<file path="src/logic/qcc_pkg.sv">
/*
 * Constants and types for the quadrature clock calibration block.
 * Assumes a 20 MHz core clock and a 32-bit Avalon-MM register bus.
 */
package qcc_pkg;

    // ==========================================================
    // Timing
    localparam int CLK_PERIOD_NS  = 50;
    // Settling of the analog delay chain and phase detector
    localparam int SETTLE_TIME_NS = 200;
    localparam int SYNC_STAGES    = 2;
    // Least time rounds up; the synchroniser latency is added on top
    localparam int SETTLE_CYC     = (SETTLE_TIME_NS + CLK_PERIOD_NS - 1) / CLK_PERIOD_NS
                                    + SYNC_STAGES;
    localparam logic [3:0] SETTLE_CNT = 4'(SETTLE_CYC - 1);

    // ==========================================================
    // Register map (printed offsets are indices, byte address = 4 * index)
    localparam int          ADDR_W       = 8;
    localparam int          DATA_W       = 32;
    localparam logic [5:0]  CTRL_INDEX   = 6'h1f;
    localparam logic [5:0]  RXSEL_INDEX  = 6'h20;

    // ==========================================================
    // Fields of quadrature_clock_control
    localparam int          DELAY_W      = 5;
    localparam int          FLAG_BIT     = 7;
    localparam int          DIS_BIT      = 6;
    localparam int          SPARE_BIT    = 5;
    localparam int          RXSEL_BIT    = 0;
    localparam logic [4:0]  DELAY_RST    = 5'h00;
    localparam logic [4:0]  DELAY_MSB    = 5'h10;
    localparam logic [2:0]  MSB_INDEX    = 3'h4;
    localparam logic        RXSEL_RST    = 1'b1;

    typedef enum {QCC_IDLE, QCC_PROBE, QCC_FINAL} qcc_state_t;

endpackage

</file>
<file path="src/logic/qcc_cal_if.sv">
/*
 * Link between the register side of the block and its delay search.
 * Assumes both ends run on the same clock.
 */
`timescale 1ns/1ps
`default_nettype none

interface qcc_cal_if;
    import qcc_pkg::*;
    logic               start;
    logic               abort;
    logic               busy;
    logic               done;
    logic [DELAY_W-1:0] trial;
    logic [DELAY_W-1:0] result_count;
    logic               result_half;
    logic               past_quarter;
    logic               past_half;

    modport ctrl (output start, abort, past_quarter, past_half,
                  input  busy, done, trial, result_count, result_half);
    modport search (input  start, abort, past_quarter, past_half,
                    output busy, done, trial, result_count, result_half);
endinterface

`default_nettype wire

</file>
<file path="src/logic/qcc_delay_search.sv">
/*
 * Successive-approximation search for the delay-element count that puts
 * the quadrature clock at a quarter turn behind the in-phase clock.
 * Assumes synchronised phase-detector samples on the interface.
 */
`timescale 1ns/1ps
`default_nettype none

module qcc_delay_search
    import qcc_pkg::*;
(
    input  wire logic     clk,
    input  wire logic     rst_n,
    qcc_cal_if.search     cal
);
    localparam int SEARCH_MIN = 1;
    localparam int SEARCH_MAX = 60;

    qcc_state_t         state_r;
    qcc_state_t         state_nxt;
    logic [3:0]         settle_r;
    logic [2:0]         bit_r;
    logic [DELAY_W-1:0] trial_r;
    logic [DELAY_W-1:0] result_r;
    logic               half_r;
    logic               done_r;

    // ==========================================================
    // Decision per bit
    wire logic [DELAY_W-1:0] mask       = DELAY_W'(1) << bit_r;
    wire logic               settled    = (settle_r == 4'h0);
    // Keep the bit only while the shift has not yet passed a quarter turn
    wire logic [DELAY_W-1:0] decided    = cal.past_quarter ? (trial_r & ~mask) : trial_r;
    wire logic               last_bit   = (bit_r == 3'h0);
    wire logic               probe_step = (state_r == QCC_PROBE) && settled && !cal.abort;
    wire logic               final_step = (state_r == QCC_FINAL) && settled && !cal.abort;

    always_comb begin
        state_nxt = state_r;
        case (state_r)
            QCC_IDLE:  if (cal.start) state_nxt = QCC_PROBE;
            QCC_PROBE: begin
                if (cal.abort) state_nxt = QCC_IDLE;
                else if (probe_step && last_bit) state_nxt = QCC_FINAL;
            end
            QCC_FINAL: if (cal.abort || final_step) state_nxt = QCC_IDLE;
            default:   state_nxt = QCC_IDLE;
        endcase
    end

    always_ff @(posedge clk or negedge rst_n) begin
        if (!rst_n) begin
            state_r  <= QCC_IDLE;
            settle_r <= 4'h0;
            bit_r    <= 3'h0;
            trial_r  <= DELAY_RST;
            result_r <= DELAY_RST;
            half_r   <= 1'b0;
            done_r   <= 1'b0;
        end else begin
            state_r  <= state_nxt;
            done_r   <= final_step;
            settle_r <= (state_r != state_nxt || probe_step) ? SETTLE_CNT
                      : (settled ? settle_r : settle_r - 4'h1);
            if (state_r == QCC_IDLE && cal.start) begin
                trial_r <= DELAY_MSB;
                bit_r   <= MSB_INDEX;
            end else if (probe_step) begin
                trial_r <= last_bit ? decided : (decided | (mask >> 1));
                bit_r   <= last_bit ? bit_r : bit_r - 3'h1;
            end
            if (final_step) begin
                result_r <= trial_r;
                half_r   <= cal.past_half;
            end
        end
    end

    assign cal.busy         = (state_r != QCC_IDLE);
    assign cal.done         = done_r;
    assign cal.trial        = trial_r;
    assign cal.result_count = result_r;
    assign cal.result_half  = half_r;
endmodule

`default_nettype wire

</file>
<file path="src/logic/qcc_top.sv">
/*
 * Quadrature clock control: one register that reports the delay-element
 * count and the above-half-turn flag, and automatic calibration after
 * reset and after each card reception. A second register holds the
 * receiver clock select. Reached over Avalon-MM with waitrequest.
 * Assumes the phase-detector levels are asynchronous to clk and that
 * the receiver pulses rx_done for one clk cycle in this domain.
 */
// Overview of operation
// - Register at index 1Fh; upper bits reset zero
// - Bit 7 shows shift beyond half turn
// - Bit 6 low: calibrate after reset, reception
// - Bit 6 high: no calibration, count held
// - Bits 4:0 report applied delay-element count
// - Quadrature clock nominally quarter turn behind
// - Receiver select: 1 in-phase, 0 quadrature
`timescale 1ns/1ps
`default_nettype none

module qcc_top
    import qcc_pkg::*;
(
    input  wire logic              clk,
    input  wire logic              resetn,
    input  wire logic [ADDR_W-1:0] avs_address,
    input  wire logic              avs_read,
    input  wire logic              avs_write,
    input  wire logic [DATA_W-1:0] avs_writedata,
    input  wire logic [3:0]        avs_byteenable,
    output logic      [DATA_W-1:0] avs_readdata,
    output logic                   avs_waitrequest,
    input  wire logic              rx_done,
    input  wire logic              phase_past_quarter,
    input  wire logic              phase_past_half,
    output logic      [DELAY_W-1:0] delay_chain_count,
    output logic                   receiver_clock_select
);

    // ==========================================================
    // Reset and input synchronisers
    logic rst_meta_r;
    logic rst_n_s;
    logic pq_meta_r;
    logic pq_sync_r;
    logic ph_meta_r;
    logic ph_sync_r;

    always_ff @(posedge clk or negedge resetn) begin
        if (!resetn) begin
            rst_meta_r <= 1'b0;
            rst_n_s    <= 1'b0;
        end else begin
            rst_meta_r <= 1'b1;
            rst_n_s    <= rst_meta_r;
        end
    end

    always_ff @(posedge clk or negedge rst_n_s) begin
        if (!rst_n_s) begin
            pq_meta_r <= 1'b0;
            pq_sync_r <= 1'b0;
            ph_meta_r <= 1'b0;
            ph_sync_r <= 1'b0;
        end else begin
            pq_meta_r <= phase_past_quarter;
            pq_sync_r <= pq_meta_r;
            ph_meta_r <= phase_past_half;
            ph_sync_r <= ph_meta_r;
        end
    end

    // ==========================================================
    // Register state
    logic               half_flag_r;
    logic               cal_disable_r;
    logic               spare_r;
    logic [DELAY_W-1:0] count_r;
    logic               rx_sel_r;
    logic [DELAY_W-1:0] chain_r;
    logic               pending_r;
    logic               start_r;
    logic               wait_r;
    logic [DATA_W-1:0]  rdata_r;

    qcc_cal_if cal ();

    qcc_delay_search u_search (
        .clk   (clk),
        .rst_n (rst_n_s),
        .cal   (cal.search)
    );

    assign cal.start        = start_r;
    // Disabling mid-search drops it; the reported count stays and the chain returns to it
    assign cal.abort        = cal_disable_r;
    assign cal.past_quarter = pq_sync_r;
    assign cal.past_half    = ph_sync_r;

    // ==========================================================
    // Avalon-MM decode: one wait cycle on every access
    wire logic       hit_ctrl  = (avs_address[ADDR_W-1:2] == CTRL_INDEX);
    wire logic       hit_rxsel = (avs_address[ADDR_W-1:2] == RXSEL_INDEX);
    wire logic       req       = avs_read || avs_write;
    wire logic       commit    = req && !wait_r;
    wire logic       lane0     = avs_byteenable[0];
    wire logic       wr_ctrl   = avs_write && commit && hit_ctrl && lane0;
    wire logic       wr_rxsel  = avs_write && commit && hit_rxsel && lane0;
    wire logic [7:0] ctrl_view = {half_flag_r, cal_disable_r, spare_r, count_r};
    wire logic [DATA_W-1:0] rd_mux =
        hit_ctrl  ? {24'h00_0000, ctrl_view} :
        hit_rxsel ? {31'h0000_0000, rx_sel_r} : 32'h0000_0000;

    always_ff @(posedge clk or negedge rst_n_s) begin
        if (!rst_n_s) begin
            wait_r  <= 1'b1;
            rdata_r <= 32'h0000_0000;
        end else begin
            wait_r <= !(req && wait_r);
            if (req && wait_r) rdata_r <= rd_mux;
        end
    end

    // ==========================================================
    // Control and status fields
    always_ff @(posedge clk or negedge rst_n_s) begin
        if (!rst_n_s) begin
            cal_disable_r <= 1'b0;
            spare_r       <= 1'b0;
            rx_sel_r      <= RXSEL_RST;
        end else begin
            if (wr_ctrl) begin
                cal_disable_r <= avs_writedata[DIS_BIT];
                // Stored as written; software is expected to keep it zero
                spare_r       <= avs_writedata[SPARE_BIT];
            end
            if (wr_rxsel) rx_sel_r <= avs_writedata[RXSEL_BIT];
        end
    end

    // Count and flag move only on a finished search, and together
    always_ff @(posedge clk or negedge rst_n_s) begin
        if (!rst_n_s) begin
            count_r     <= DELAY_RST;
            half_flag_r <= 1'b0;
        end else if (cal.done) begin
            count_r     <= cal.result_count;
            half_flag_r <= cal.result_half;
        end
    end

    // The chain sees trial values while searching, else the reported count
    always_ff @(posedge clk or negedge rst_n_s) begin
        if (!rst_n_s) begin
            chain_r <= DELAY_RST;
        end else begin
            chain_r <= cal.busy ? cal.trial : (cal.done ? cal.result_count : count_r);
        end
    end

    // ==========================================================
    // Calibration triggers
    // Pending resets high so the end of the reset phase starts a search.
    // A reception in the cycle the pending request is taken still counts.
    wire logic launch = pending_r && !cal_disable_r && !cal.busy && !start_r;

    always_ff @(posedge clk or negedge rst_n_s) begin
        if (!rst_n_s) begin
            pending_r <= 1'b1;
            start_r   <= 1'b0;
        end else begin
            start_r <= launch;
            if (rx_done && !cal_disable_r) pending_r <= 1'b1;
            else if (launch || cal_disable_r) pending_r <= 1'b0;
        end
    end

    assign avs_waitrequest       = wait_r;
    assign avs_readdata          = rdata_r;
    assign delay_chain_count     = chain_r;
    assign receiver_clock_select = rx_sel_r;
endmodule

`default_nettype wire

</file>
<file path="config.mk">
export PLATFORM = sky130hd
export DESIGN_NAME = qcc_top
export DESIGN_NICKNAME = d
export VERILOG_FILES = /design/src/logic/qcc_pkg.sv /design/src/logic/qcc_cal_if.sv /design/src/logic/qcc_delay_search.sv /design/src/logic/qcc_top.sv
export SDC_FILE = /design/constraint.sdc
export NUM_CORES = 1
export LEC_CHECK = 0
export ABC_AREA = 0
export BUFFER_PORTS_ARGS = -buffer_cell sky130_fd_sc_hd__buf_4
export CAP_MARGIN = 20
export CORE_MARGIN = 2
export CORE_UTILIZATION = 44
export CTS_CLUSTER_SIZE = 25
export DETAILED_ROUTE_END_ITERATION = 12
export PLACE_DENSITY = 0.77
export SLEW_MARGIN = 20
export SYNTH_ARGS = -nofsm -noshare
export SYNTH_HDL_FRONTEND = slang
export SYNTH_SLANG_ARGS = --single-unit
</file>
<file path="constraint.sdc">
create_clock -name clk -period 3.3 [get_ports clk]
set_input_delay 0.165 -clock clk [delete_from_list [all_inputs] [get_ports clk]]
set_output_delay 0.165 -clock clk [all_outputs]
set_load 0.005 [all_outputs]
</file>
Yosys cells after proc, flatten, opt, wreduce, memory -nomap -nowiden:

Cells that the tools add are included.

* register bits after elaboration: 106
* bits in latches: 0
* bits in writable memories: 0
* ROM bits: 0
* input port bits: 51
* output and inout bits: 39
* logic and storage cells: 92
* memories: 0

* add/sub/neg operators: 2
* multiply operators: 0
* divide/modulo/power cells: 0
* $lt $le $gt $ge: 0
* eq/ne operators: 9
* shifts and indexed selects: 1
* muxes and demuxes: 20
* bitwise operators: 3
* reductions and logical operators: 34

Operators with widths (number)
* 32-bit two-way mux: 4
* 32-bit case mux with 3 select lines: 1
* 32-bit by 2-bit equality test with 1-bit output (second input constant): 2
* 32-bit zero test: 2
* 32-bit by 1-bit equality test with 1-bit output (second input constant): 1
* 32-bit by 3-bit equality test with 1-bit output (second input constant): 1
* 32-bit inequality test: 1
* 32-bit nonzero test: 1
* 5-bit two-way mux: 6
* 1-bit logical AND: 17
* 3-bit two-way mux: 3
* 4-bit two-way mux: 2
* 8-bit two-way mux: 1
* 6-bit by 5-bit equality test with 1-bit output (second input constant): 1
* 6-bit equality test (second input constant): 1
* 5-bit bitwise AND: 1
* 1-bit zero test: 5
* 5-bit inverter: 1
* 5-bit by 4-bit bitwise OR with 5-bit output: 1
* 1-bit by 3-bit left shift with 5-bit output (first input constant): 1
* 4-bit zero test: 1
* 1-bit logical OR: 4
* 2-bit inequality test (second input constant): 2
* 2-bit nonzero test: 2
* other kinds (5): 7

Depth between registers and ports, before layout:

Gate-level depths: netlist (run 1).

* depth in word-level cells: 10
* mapped depth: 8
* gate-level depth less buffers: 7

Hierarchy:

A second synthesis (run 1) with hierarchy kept.

* cell total of the unflattened synthesis: 267
* area, all modules: 3328.2 µm²

By module, submodules not included
* qcc_delay_search: instances 1, cells an instance 152, area each 1975.6 µm², seq. area each 1276.2 µm²
* qcc_top: instances 1, cells an instance 115, area each 1352.5 µm², seq. area each 779.5 µm²

Worst setup path before layout (run 1):

OpenSTA, ideal clock, no wires.

* path type: reg2reg
* start point: register u_search.settle_r[0]
* end point: register u_search.bit_r[1]
* setup time: 0.072 ns
* data arrival time: 2.174 ns
* data required time: 3.228 ns
* path slack: 1.055 ns
* stages on the path, launching flop included: 9
* path buffers: 1
* clock period less this slack: 2.245 ns
* path through: dfrtp_1 -> inv_1 -> ha_1 -> or3b_1 -> clkbuf_1 -> or4_1 -> nor3_2 -> mux2_2 -> nor2_1

* word-level cells in the longest chain between the ends: 5

RTL lines
* start: declaration: line qcc_delay_search.sv:21 `logic [3:0] settle_r;`
* start signal: assignment: line qcc_delay_search.sv:63 `settle_r <= (state_r != state_nxt || probe_step) ? SETTLE_CNT`
* 4-bit zero test: line qcc_delay_search.sv:31 `wire logic settled = (settle_r == 4'h0);`
* 1-bit logical AND (2 in a row): line qcc_delay_search.sv:35 `wire logic probe_step = (state_r == QCC_PROBE) && settled && !cal.abort;`
* 2-bit nonzero test (no source line)
* 2-bit AND reduction (no source line)
* end signal: assignment: line qcc_delay_search.sv:70 `bit_r <= last_bit ? bit_r : bit_r - 3'h1;`
* end: declaration: line qcc_delay_search.sv:22 `logic [2:0] bit_r;`

Every way passes these cells.
A chain may end at the register's enable or synchronous reset.

Worst setup path in the final report (run 1):

Ends and elaborated chain as after synthesis.

==> impl_metrics.tcl, run 1 <==
set metrics [dict create \
    powerDensity_mw_per_mm2 452 \
    gp_congestion 0.864 \
    place.detailed.hpwl_mm 3.74 \
    grt_usage 0.140 \
    cp.required_ns 3.57 \
    insertion_delay_ns 0.34 \
    h-tree-depth 3 \
    numCtsBuffers 9 \
    fin_crit_ns 2.38 \
    die_x_um 91.1 \
    drcViolationCount 0 \
    holdPathStages 2 \
    die_area_mm2 0.00830 \
    synth.distinct_cells 43 \
    multi_input_area_mm2 0.00123 \
    clock_sinks 82 \
    synth_edf_count 0 \
    seq_area_mm2 0.00206 \
    grt_start_max_net_pins 81 \
    synthFlopType "dfrtp_1" \
    synthArstFlopShare 1.00 \
    coreArea_mm2 0.00729 \
    synth_area_mm2 0.00334 \
    synth_commonest_cells "dfrtp_1 (79), buf_4 (24), mux2_2 (20), nand2_1 (17), nor2_1 (17)" \
    ys_top_cells_by_area "dfrtp_1 (59%), mux2_2 (6.7%), buf_4 (5.4%)" \
    grt_pass1_wl_mm 9.20 \
    worst_pin_slew_ns 0.855 \
    r2r.worst_path.cells 7 \
    ir_worst_vdd_mv 0.393 \
    drive_gt1_frac 0.230 \
    power_frac_clock 0.373 \
    path_clk_slew_ns 0.08 \
    min-delay-start "avs_writedata[0]" \
    finalHoldViolCount 0 \
    comb_power_share 0.036 \
    yosys_warnings 0 \
    avgViaCountPerCell 4.61 \
    switching_share 0.219 \
    clock_path_buffers 2 \
    drt_wl_total_mm 5.25 \
    cts_tree "yes" \
    ys_seq_area_frac 0.616 \
    ys_ff_latch 82 \
    crit_path_max_incr_delay_ns 0.53 \
    crit_type "reg -> reg" \
    relSlewSlack 0.426 \
    worstPathArrival_ns 2.65 \
    yosys.cell_count.top_type "dfrtp_1" \
    rsz0062_at_grt "false" \
    ant_nets 0 \
    max_freq_mhz 420 \
    synth_cells 273 \
    hold_path_class "in -> reg" \
    cts_resized 0 \
    period_share 0.722 \
    num_vias 2060 \
    r2r_start "u_search.settle_r[0]" \
    finalSetupViolations 0 \
    wl_per_cell_um 11.7 \
    cp_max_fo 5 \
    fillCellCount 638 \
    status "finished clean" \
    path_buf_inv 1 \
    worstSetupStartpointType "register" \
    avgSynthCellArea_um2 12.2 \
    cts_root_buf "clkbuf_8" \
    die-height_um 91.1 \
    diodes 0 \
    crit_path_start "u_search.settle_r[0]" \
    syn_to_final_growth_pct 18.2 \
    grt_pass1_vias 2027 \
    power.total_mw 1.78 \
    nets 401 \
    ios 90 \
    p_leak_nw 1.83 \
    antenna_found_initial 0 \
    dr.pass1.iters 4 \
    num_rows 31 \
    p_sw_mw 0.392 \
    finalMaxSlewViolations 0 \
    cp_num_cells 7 \
    holdWs_ns 0.0495 \
    gr-total-overflow 0 \
    utilization 0.541 \
    cp-end-kind "register" \
    postCtsSetupRepairBufs 0 \
    cap_violations 0 \
    yosys.area.top_type_share 0.592 \
    first_iter_violations 126 \
    crit_family "simple AND/OR/NAND/NOR gates" \
    yosys.area.top_type "dfrtp_1" \
    initial_core_util 0.458 \
    skew_ns 0.00843 \
    path_cells "inv_1 > ha_1 > or3b_1 > or4_1 > nor3_2 > mux2_2 > nor2_1" \
    cp_slowest_cell "or4_1" \
    power.internal_mw 1.39 \
    sequentialPowerShare 0.592 \
    numPortBuffers 31 \
    fin_setup_tns_ns 0 \
]
-- worst paths after layout --
kind                                               to  slack, ns
worst max-delay path                u_search.bit_r[1]       0.92
worst min-delay path            receiver_clock_select       0.05
worst min register to register   u_search.state_r[24]       0.23
worst max register to register      u_search.bit_r[1]       0.92
min in group asynchronous                     rst_n_s       0.14
max in group asynchronous                   pending_r       2.45
-- metal layers --
metal  GRT usage  vias to the layer above  share of wire  routed length, um
met4      0.0606                        0          0.020                103
met1       0.166                      967           0.42               2190
li1            -                     1017              -                  -
met3      0.0456                        8          0.063                330
met2       0.232                       68           0.50               2620
met5           0                        -              0                  0
-- timing repair --
action                                 in CTS  in global routing
setup endpoints to repair                   0                  0
hold buffers                                3                  0
endpoints found under the hold margin       4                  0
-- layout make-up --
type / instances / share of cell area
Sequential cell: 82 / 0.522
Multi-Input combinational cell: 204 / 0.313
Timing Repair Buffer: 37 / 0.0774
Clock buffer: 12 / 0.0419
Tap cell: 99 / 0.0314
Inverter: 9 / 0.00856
Clock inverter: 4 / 0.00634
-- layout by cell type (no fill, tap or decap), drive strengths merged, types with 3 or more instances in the layout --
master,instances
nand4,7
a21oi,5
nand2,17
nand4b,3
nor4,15
a211oi,4
nor2,17
xnor2,3
clkbuf,12
inv,9
buf,34
nand3,3
dfstp,3
o21ai,14
dfrtp,79
dlygate4sd3,3
conb,55
mux2,20
nor3,10
ha,7
-- power groups by stage --
stage | combinational (mW) | clock [mW] | sequential (mW)
after floorplan | 0.0452 | 0 | 1.08
after global placement | 0.0440 | 0 | 1.09
after detailed placement | 0.0446 | 0 | 1.09
after CTS | 0.0474 | 0.690 | 1.07
after global routing | 0.0746 | 0.736 | 1.06
final | 0.0640 | 0.665 | 1.06
-- flip-flops by register name, indices dropped and copies added (netlist names), 3 cells and up --
register                   count
u_search.cal.trial             5
u_search.state_r              32
u_search.bit_r                 3
u_search.cal.result_count      5
u_search.settle_r              4
delay_chain_count              5
count_r                        5
avs_readdata                   8
-- logic make-up after synthesis --
family          count (synthesis)  share of synthesized area
mux                            21                     0.0705
compound gates                 29                     0.0517
buf+inv                        40                     0.0742
xor+xnor                        3                    0.00787
flops                          82                      0.616
fa+ha+maj                       7                     0.0262
other cells                     2                    0.00225
simple gates                   89                      0.151
-- stage by stage --
| stage | worst slack [ns] | area, um^2 | cells |
|---|---|---|---|
| 2_1_floorplan | 0.852 | 3540 | 326 |
| 3_3_place_gp | 0.969 | 3700 | 427 |
| 3_5_place_dp | 0.939 | 3700 | 427 |
| 4_1_cts | 0.903 | 3920 | 446 |
| 5_1_grt | 0.765 | 3950 | 447 |
| 6_report | 0.919 | 3950 | 447 |
Power figures use the tool's default switching activity.
==> inputs of run 2 (changes only) <==
--- a/config.mk
+++ b/config.mk
@@ -5,14 +5,14 @@
 export SDC_FILE = /design/constraint.sdc
 export NUM_CORES = 1
 export LEC_CHECK = 0
-export ABC_AREA = 0
+export ABC_AREA = 1
 export BUFFER_PORTS_ARGS = -buffer_cell sky130_fd_sc_hd__buf_4
 export CAP_MARGIN = 20
 export CORE_MARGIN = 2
 export CORE_UTILIZATION = 44
 export CTS_CLUSTER_SIZE = 25
 export DETAILED_ROUTE_END_ITERATION = 12
-export PLACE_DENSITY = 0.77
+export PLACE_DENSITY = 0.79
 export SLEW_MARGIN = 20
 export SYNTH_ARGS = -nofsm -noshare
 export SYNTH_HDL_FRONTEND = slang
==> constraint.sdc (replaced) <==
create_clock -name clk -period 2 [get_ports clk]
set_input_delay 0.1 -clock clk [delete_from_list [all_inputs] [get_ports clk]]
set_output_delay 0.1 -clock clk [all_outputs]
set_load 0.005 [all_outputs]
==> impl_metrics.tcl, run 2 <==
set metrics [dict create \
    cp.required_ns 2.27 \
    insertion_delay_ns 0.36 \
    synth_edf_count 0 \
    path_clk_slew_ns 0.08 \
    relSlewSlack 0.663 \
    grt_pass1_vias 2324 \
    avgSynthCellArea_um2 9.34 \
    syn_to_final_growth_pct 19.0 \
    ios 90 \
    drt_wl_total_mm 5.59 \
    skew_ns 0.00741 \
    r2r_start "u_search.settle_r[0]" \
    final_cell_count_no_fill 558 \
    period_share 0.858 \
    synthArstFlopShare 1.00 \
    powerDensity_mw_per_mm2 745 \
    mostFrequentLayoutCell "nand2_1" \
    fillCellCount 690 \
    fin_crit_ns 1.72 \
    power.total_mw 3.10 \
    die-height_um 93.1 \
    die_x_um 93.1 \
    min-delay-start "avs_writedata[6]" \
    cp_max_fo 13 \
    status "finished clean" \
    path_buf_inv 3 \
    ant_nets 0 \
    synth_commonest_cells "nand2_1 (93), dfrtp_1 (79), inv_1 (47), nor2_1 (34), buf_4 (24)" \
    layout_common_cells "nand2_1 (93), dfrtp_1 (78), conb_1 (55)" \
    place.detailed.hpwl_mm 4.02 \
    place_ws_ns 0.305 \
    dpl.cell_count 536 \
    crit_path_max_incr_delay_ns 0.37 \
    gr-total-overflow 0 \
    hold_path_class "in -> reg" \
    grt_usage 0.144 \
    synth_cells 374 \
    initial_core_util 0.452 \
    layout_setup_ws_ns 0.285 \
    wl_per_cell_um 10.0 \
    fin_setup_tns_ns 0 \
    dr.pass1.iters 4 \
    rsz0062_at_grt "false" \
    regMostFlops "u_search.state_r" \
    crit_family "simple AND/OR/NAND/NOR gates" \
    postCtsSetupRepairBufs 0 \
    placed_cell_area_mm2 0.00389 \
    first_iter_violations 104 \
    synthFlopType "dfrtp_1" \
    crit_type "reg -> reg" \
    cap_violations 0 \
    grt_pass1_wl_mm 9.68 \
    nets 509 \
    coreArea_mm2 0.00773 \
    finalHoldViolCount 0 \
    yosys.cell_count.top_type "nand2_1" \
    synth.distinct_cells 28 \
    diodes 0 \
    ir_worst_vdd_mv 0.435 \
    h-tree-depth 3 \
    clock_path_buffers 2 \
    worstPathArrival_ns 1.99 \
    ys_seq_area_frac 0.589 \
    finalMaxSlewViolations 0 \
    gp_congestion 0.847 \
    max_freq_mhz 583 \
    drcViolationCount 0 \
    path_cells "inv_1 > ha_1 > nand2_2 > nor2_4 > inv_2 > nor4_4 > buf_4 > nand2_1 > o21ai_0" \
    crit_path_start "u_search.settle_r[0]" \
    yosys.area.top_type "dfrtp_1" \
    cts_root_buf "clkbuf_8" \
    die_area_mm2 0.00866 \
    grt_start_max_net_pins 42 \
    fin_area_mm2 0.00416 \
    worst_pin_slew_ns 0.505 \
    largest_register_ffs 32 \
    avgViaCountPerCell 4.42 \
    yosys.area.top_type_share 0.566 \
    ys_ff_latch 82 \
    antenna_found_initial 0 \
    num_vias 2466 \
    cts_tree "yes" \
    yosys_warnings 0 \
    clock_sinks 82 \
    synth_area_mm2 0.00349 \
    worstSetupStartpointType "register" \
    num_rows 32 \
    cp-end-kind "register" \
    p_leak_nw 2.11 \
    ys_top_cells_by_area "dfrtp_1 (57%), nand2_1 (10%), buf_4 (5.2%)" \
    numPortBuffers 31 \
    cp_slowest_cell "dfrtp_1" \
    numCtsBuffers 9 \
    drive_gt1_frac 0.140 \
    finalSetupViolations 0 \
]
[run 2: cell types whose count changed after synthesis, moves of 5 or more]
cell,delta
nor4_1,-14
nand4_1,-6
nor3_1,-5
o21ai_0,+7
nand3_1,+18
mux2_2,-19
inv_1,+38
nor2_1,+17
a21oi_1,+5
nand2_1,+76
o31ai_1,+5
[run 2: worst reg2reg max path, delay by kind of cell, from the launching register on]
family | cells | cell delay [ns]
DFF | 1 | 0.37
AOI/OAI and AO/OA | 1 | 0.07
buffers and inverters | 3 | 0.40
and+or+nand+nor | 4 | 0.58
adders and majority gates | 1 | 0.21
[run 2: cell families after synthesis]
logic type,synth area share
AOI/OAI and AO/OA,0.0645
buffers and inverters,0.109
DFF,0.589
other,0.00215
and+or+nand+nor,0.203
muxes,0.00322
adders and majority gates,0.0251
xor gates and xnor gates,0.00502
[run 2: timing repair]
| item | in CTS | in global routing |
|---|---|---|
| endpoints found under the hold margin | 7 | 0 |
| resized for setup | 0 | 0 |
| hold buffers | 6 | 0 |
[run 2: path summary, 6_finish.rpt]
path / end / slack [ns] / cells past startpoint
min: cal.abort / 0.03 / 3
min in group asynchronous: rst_n_s / 0.06 / 2
max in group asynchronous: receiver_clock_select / 1.04 / 1
max: u_search.cal.result_half / 0.28 / 9
min reg2reg: pq_meta_r / 0.31 / 0
max reg2reg: u_search.cal.result_half / 0.28 / 9
[run 2: metrics by stage]
stage	hold slack [ns]	util
4_1_cts	0.0122	0.538
5_1_grt	0.0447	0.538
3_5_place_dp	-0.116	0.504
2_1_floorplan	-0.196	-
3_3_place_gp	-0.118	0.504
6_report	0.0280	0.538
[run 2: area by class of cell]
type                    count  area [um^2]  share of cell area
inverters                  48          180              0.0434
clock buffers              11          141              0.0340
repair buffers             40          328              0.0789
well taps                 102          128              0.0307
clock inverters             5         62.6              0.0151
flip-flops and latches     82         2060               0.496
multi-input cells         270         1260               0.302
[run 2: metal layers]
| layer | track usage | wire length, um | up-vias |
|---|---|---|---|
| met5 | 0 | 0 | - |
| met4 | 0.0539 | 95 | 0 |
| met3 | 0.0500 | 343 | 9 |
| met2 | 0.248 | 2690 | 66 |
| met1 | 0.166 | 2450 | 1138 |
| li1 | - | - | 1253 |
[run 2: power breakdown]
group	switching (mW)	total, mW	internal [mW]
combinational	0.0805	0.141	0.0605
clock	0.596	1.21	0.617
sequential	0.0343	1.74	1.71
==> inputs of run 3 (changes only) <==
--- a/config.mk
+++ b/config.mk
@@ -5,15 +5,14 @@
 export SDC_FILE = /design/constraint.sdc
 export NUM_CORES = 1
 export LEC_CHECK = 0
-export ABC_AREA = 1
 export BUFFER_PORTS_ARGS = -buffer_cell sky130_fd_sc_hd__buf_4
 export CAP_MARGIN = 20
 export CORE_MARGIN = 2
 export CORE_UTILIZATION = 44
 export CTS_CLUSTER_SIZE = 25
 export DETAILED_ROUTE_END_ITERATION = 12
+export GPL_TIMING_DRIVEN = 0
 export PLACE_DENSITY = 0.79
-export SLEW_MARGIN = 20
 export SYNTH_ARGS = -nofsm -noshare
 export SYNTH_HDL_FRONTEND = slang
 export SYNTH_SLANG_ARGS = --single-unit
==> impl_metrics.tcl, run 3 (synthesis results as in run 1) <==
set metrics [dict create \
    final_cell_count_no_fill 496 \
    place.detailed.hpwl_mm 4.04 \
    hold_path_class "in -> async" \
    crit_type "reg -> reg" \
    layout_setup_ws_ns -0.0937 \
    placed_cell_area_mm2 0.00398 \
    finalSetupViolations 11 \
    coreArea_mm2 0.00729 \
    mostFrequentLayoutCell "dfrtp_1" \
    rrSetupSlack_ns -0.09 \
    period_share 1.05 \
    place_ws_ns -0.409 \
    relSlewSlack 0.368 \
    worstSetupStartpointType "register" \
    numCtsBuffers 9 \
    avgViaCountPerCell 4.64 \
    numPortBuffers 31 \
    dr.pass1.iters 4 \
    worstPathArrival_ns 2.38 \
    cp_max_fo 4 \
    die-height_um 91.1 \
    num_rows 31 \
    grt_pass1_wl_mm 10.1 \
    path_clk_slew_ns 0.08 \
    ios 90 \
    h-tree-depth 3 \
    antenna_found_initial 0 \
    diodes 0 \
    skew_ns 0.00579 \
    violations "setup timing" \
    worst_pin_slew_ns 0.947 \
    clock_path_buffers 2 \
    status "complete, but fails checks" \
    regMostFlops "u_search.state_r" \
    cts_tree "yes" \
    rsz0062_at_grt "true" \
    dpl.cell_count 457 \
    cap_violations 0 \
    powerDensity_mw_per_mm2 742 \
    gp_congestion 0.884 \
    num_vias 2303 \
    finalMaxSlewViolations 0 \
    ir_worst_vdd_mv 0.779 \
    first_iter_violations 124 \
    ant_nets 0 \
    max_freq_mhz 478 \
    fin_area_mm2 0.00451 \
    die_x_um 91.1 \
    r2r_start "u_search.settle_r[1]" \
    syn_to_final_growth_pct 35.1 \
    gr-total-overflow 0 \
    drcViolationCount 0 \
    grt_pass1_vias 2273 \
    drt_wl_total_mm 6.02 \
    power.total_mw 3.35 \
    fin_setup_tns_ns -0.398 \
    cts_root_buf "clkbuf_8" \
    nets 450 \
    initial_core_util 0.458 \
    grt_start_max_net_pins 66 \
    wl_per_cell_um 12.1 \
    r2r.worst_path.cells 7 \
    largest_register_ffs 32 \
    layout_common_cells "dfrtp_1 (78), buf_4 (72), conb_1 (55)" \
    finalHoldViolCount 0 \
    fin_crit_ns 2.09 \
    cp.required_ns 2.29 \
    p_leak_nw 2.12 \
    grt_usage 0.155 \
    insertion_delay_ns 0.35 \
    crit_path_start "u_search.settle_r[1]" \
    r2r_end "u_search.bit_r[1]" \
    cp-end-kind "register" \
    clock_sinks 82 \
    die_area_mm2 0.00830 \
    drive_gt1_frac 0.350 \
]
## run 3: cell count changes in the layout (fill, tap and decap cells not counted), sizes merged, moves of 6 or more
cell   previous run  this run
nor2             40        17
buf              34        74
nor3              3        10
nand2            95        17
mux2              1        20
inv              49         9
nand3            21         3
nor4              1        15
nand4             1         7
o21ai            22        14
## run 3: cell type report
| type | count | area, um^2 |
|---|---|---|
| Multi-Input combinational cell | 204 | 1370 |
| Clock buffer | 10 | 138 |
| Sequential cell | 82 | 2060 |
| Inverter | 9 | 33.8 |
| Buffer | 29 | 200 |
| Tap cell | 99 | 124 |
| Timing Repair Buffer | 57 | 469 |
| Clock inverter | 6 | 114 |
| Fill cell | 607 | 2780 |
## run 3: per-layer routing
metal | share of wire | vias up | GRT usage
met3 | 0.064 | 9 | 0.0614
met4 | 0.015 | 0 | 0.0455
met5 | 0 | - | 0
met2 | 0.53 | 74 | 0.275
li1 | - | 1119 | -
met1 | 0.40 | 1101 | 0.171
## run 3: worst max path at each step
stage | endpoint | slack, ns | cells after the start
after floorplan | u_search.bit_r[1] | -0.15 | 8
after global placement | u_search.cal.result_count[0] | -0.35 | 6
after detailed placement | u_search.cal.result_count[0] | -0.41 | 6
after CTS | u_search.cal.result_count[4] | -0.08 | 7
after global routing | u_search.bit_r[1] | -0.16 | 7
final | u_search.bit_r[1] | -0.09 | 7
## run 3: timing repair
item                                   in CTS  in global routing
setup buffers                              14                  4
hold buffers                                7                  0
endpoints found under the hold margin       8                  0
resized for setup                          11                 10
pin swaps                                   9                  8
setup endpoints to repair                  19                 18
## run 3: critical path: stages (launching register included)
cell and delay [ns]:
dfrtp_1 0.41, inv_2 0.09, ha_4 0.13, or3b_4 0.39, or4_4 0.45, nor3_4 0.16
mux2_4 0.33, nor2_4 0.07
## run 3: power breakdown
part	total [mW]	internal, mW	switching (mW)
logic	0.161	0.0830	0.0779
registers	1.74	1.71	0.0362
clock network	1.45	0.865	0.582
## run 3: stage by stage
step / utilization / hold WS, ns
global route: 0.619 / 0.0510
CTS: 0.610 / 0.0270
floorplan: - / -0.196
detailed placement: 0.546 / -0.117
finish: 0.619 / 0.0523
global placement: 0.542 / -0.118
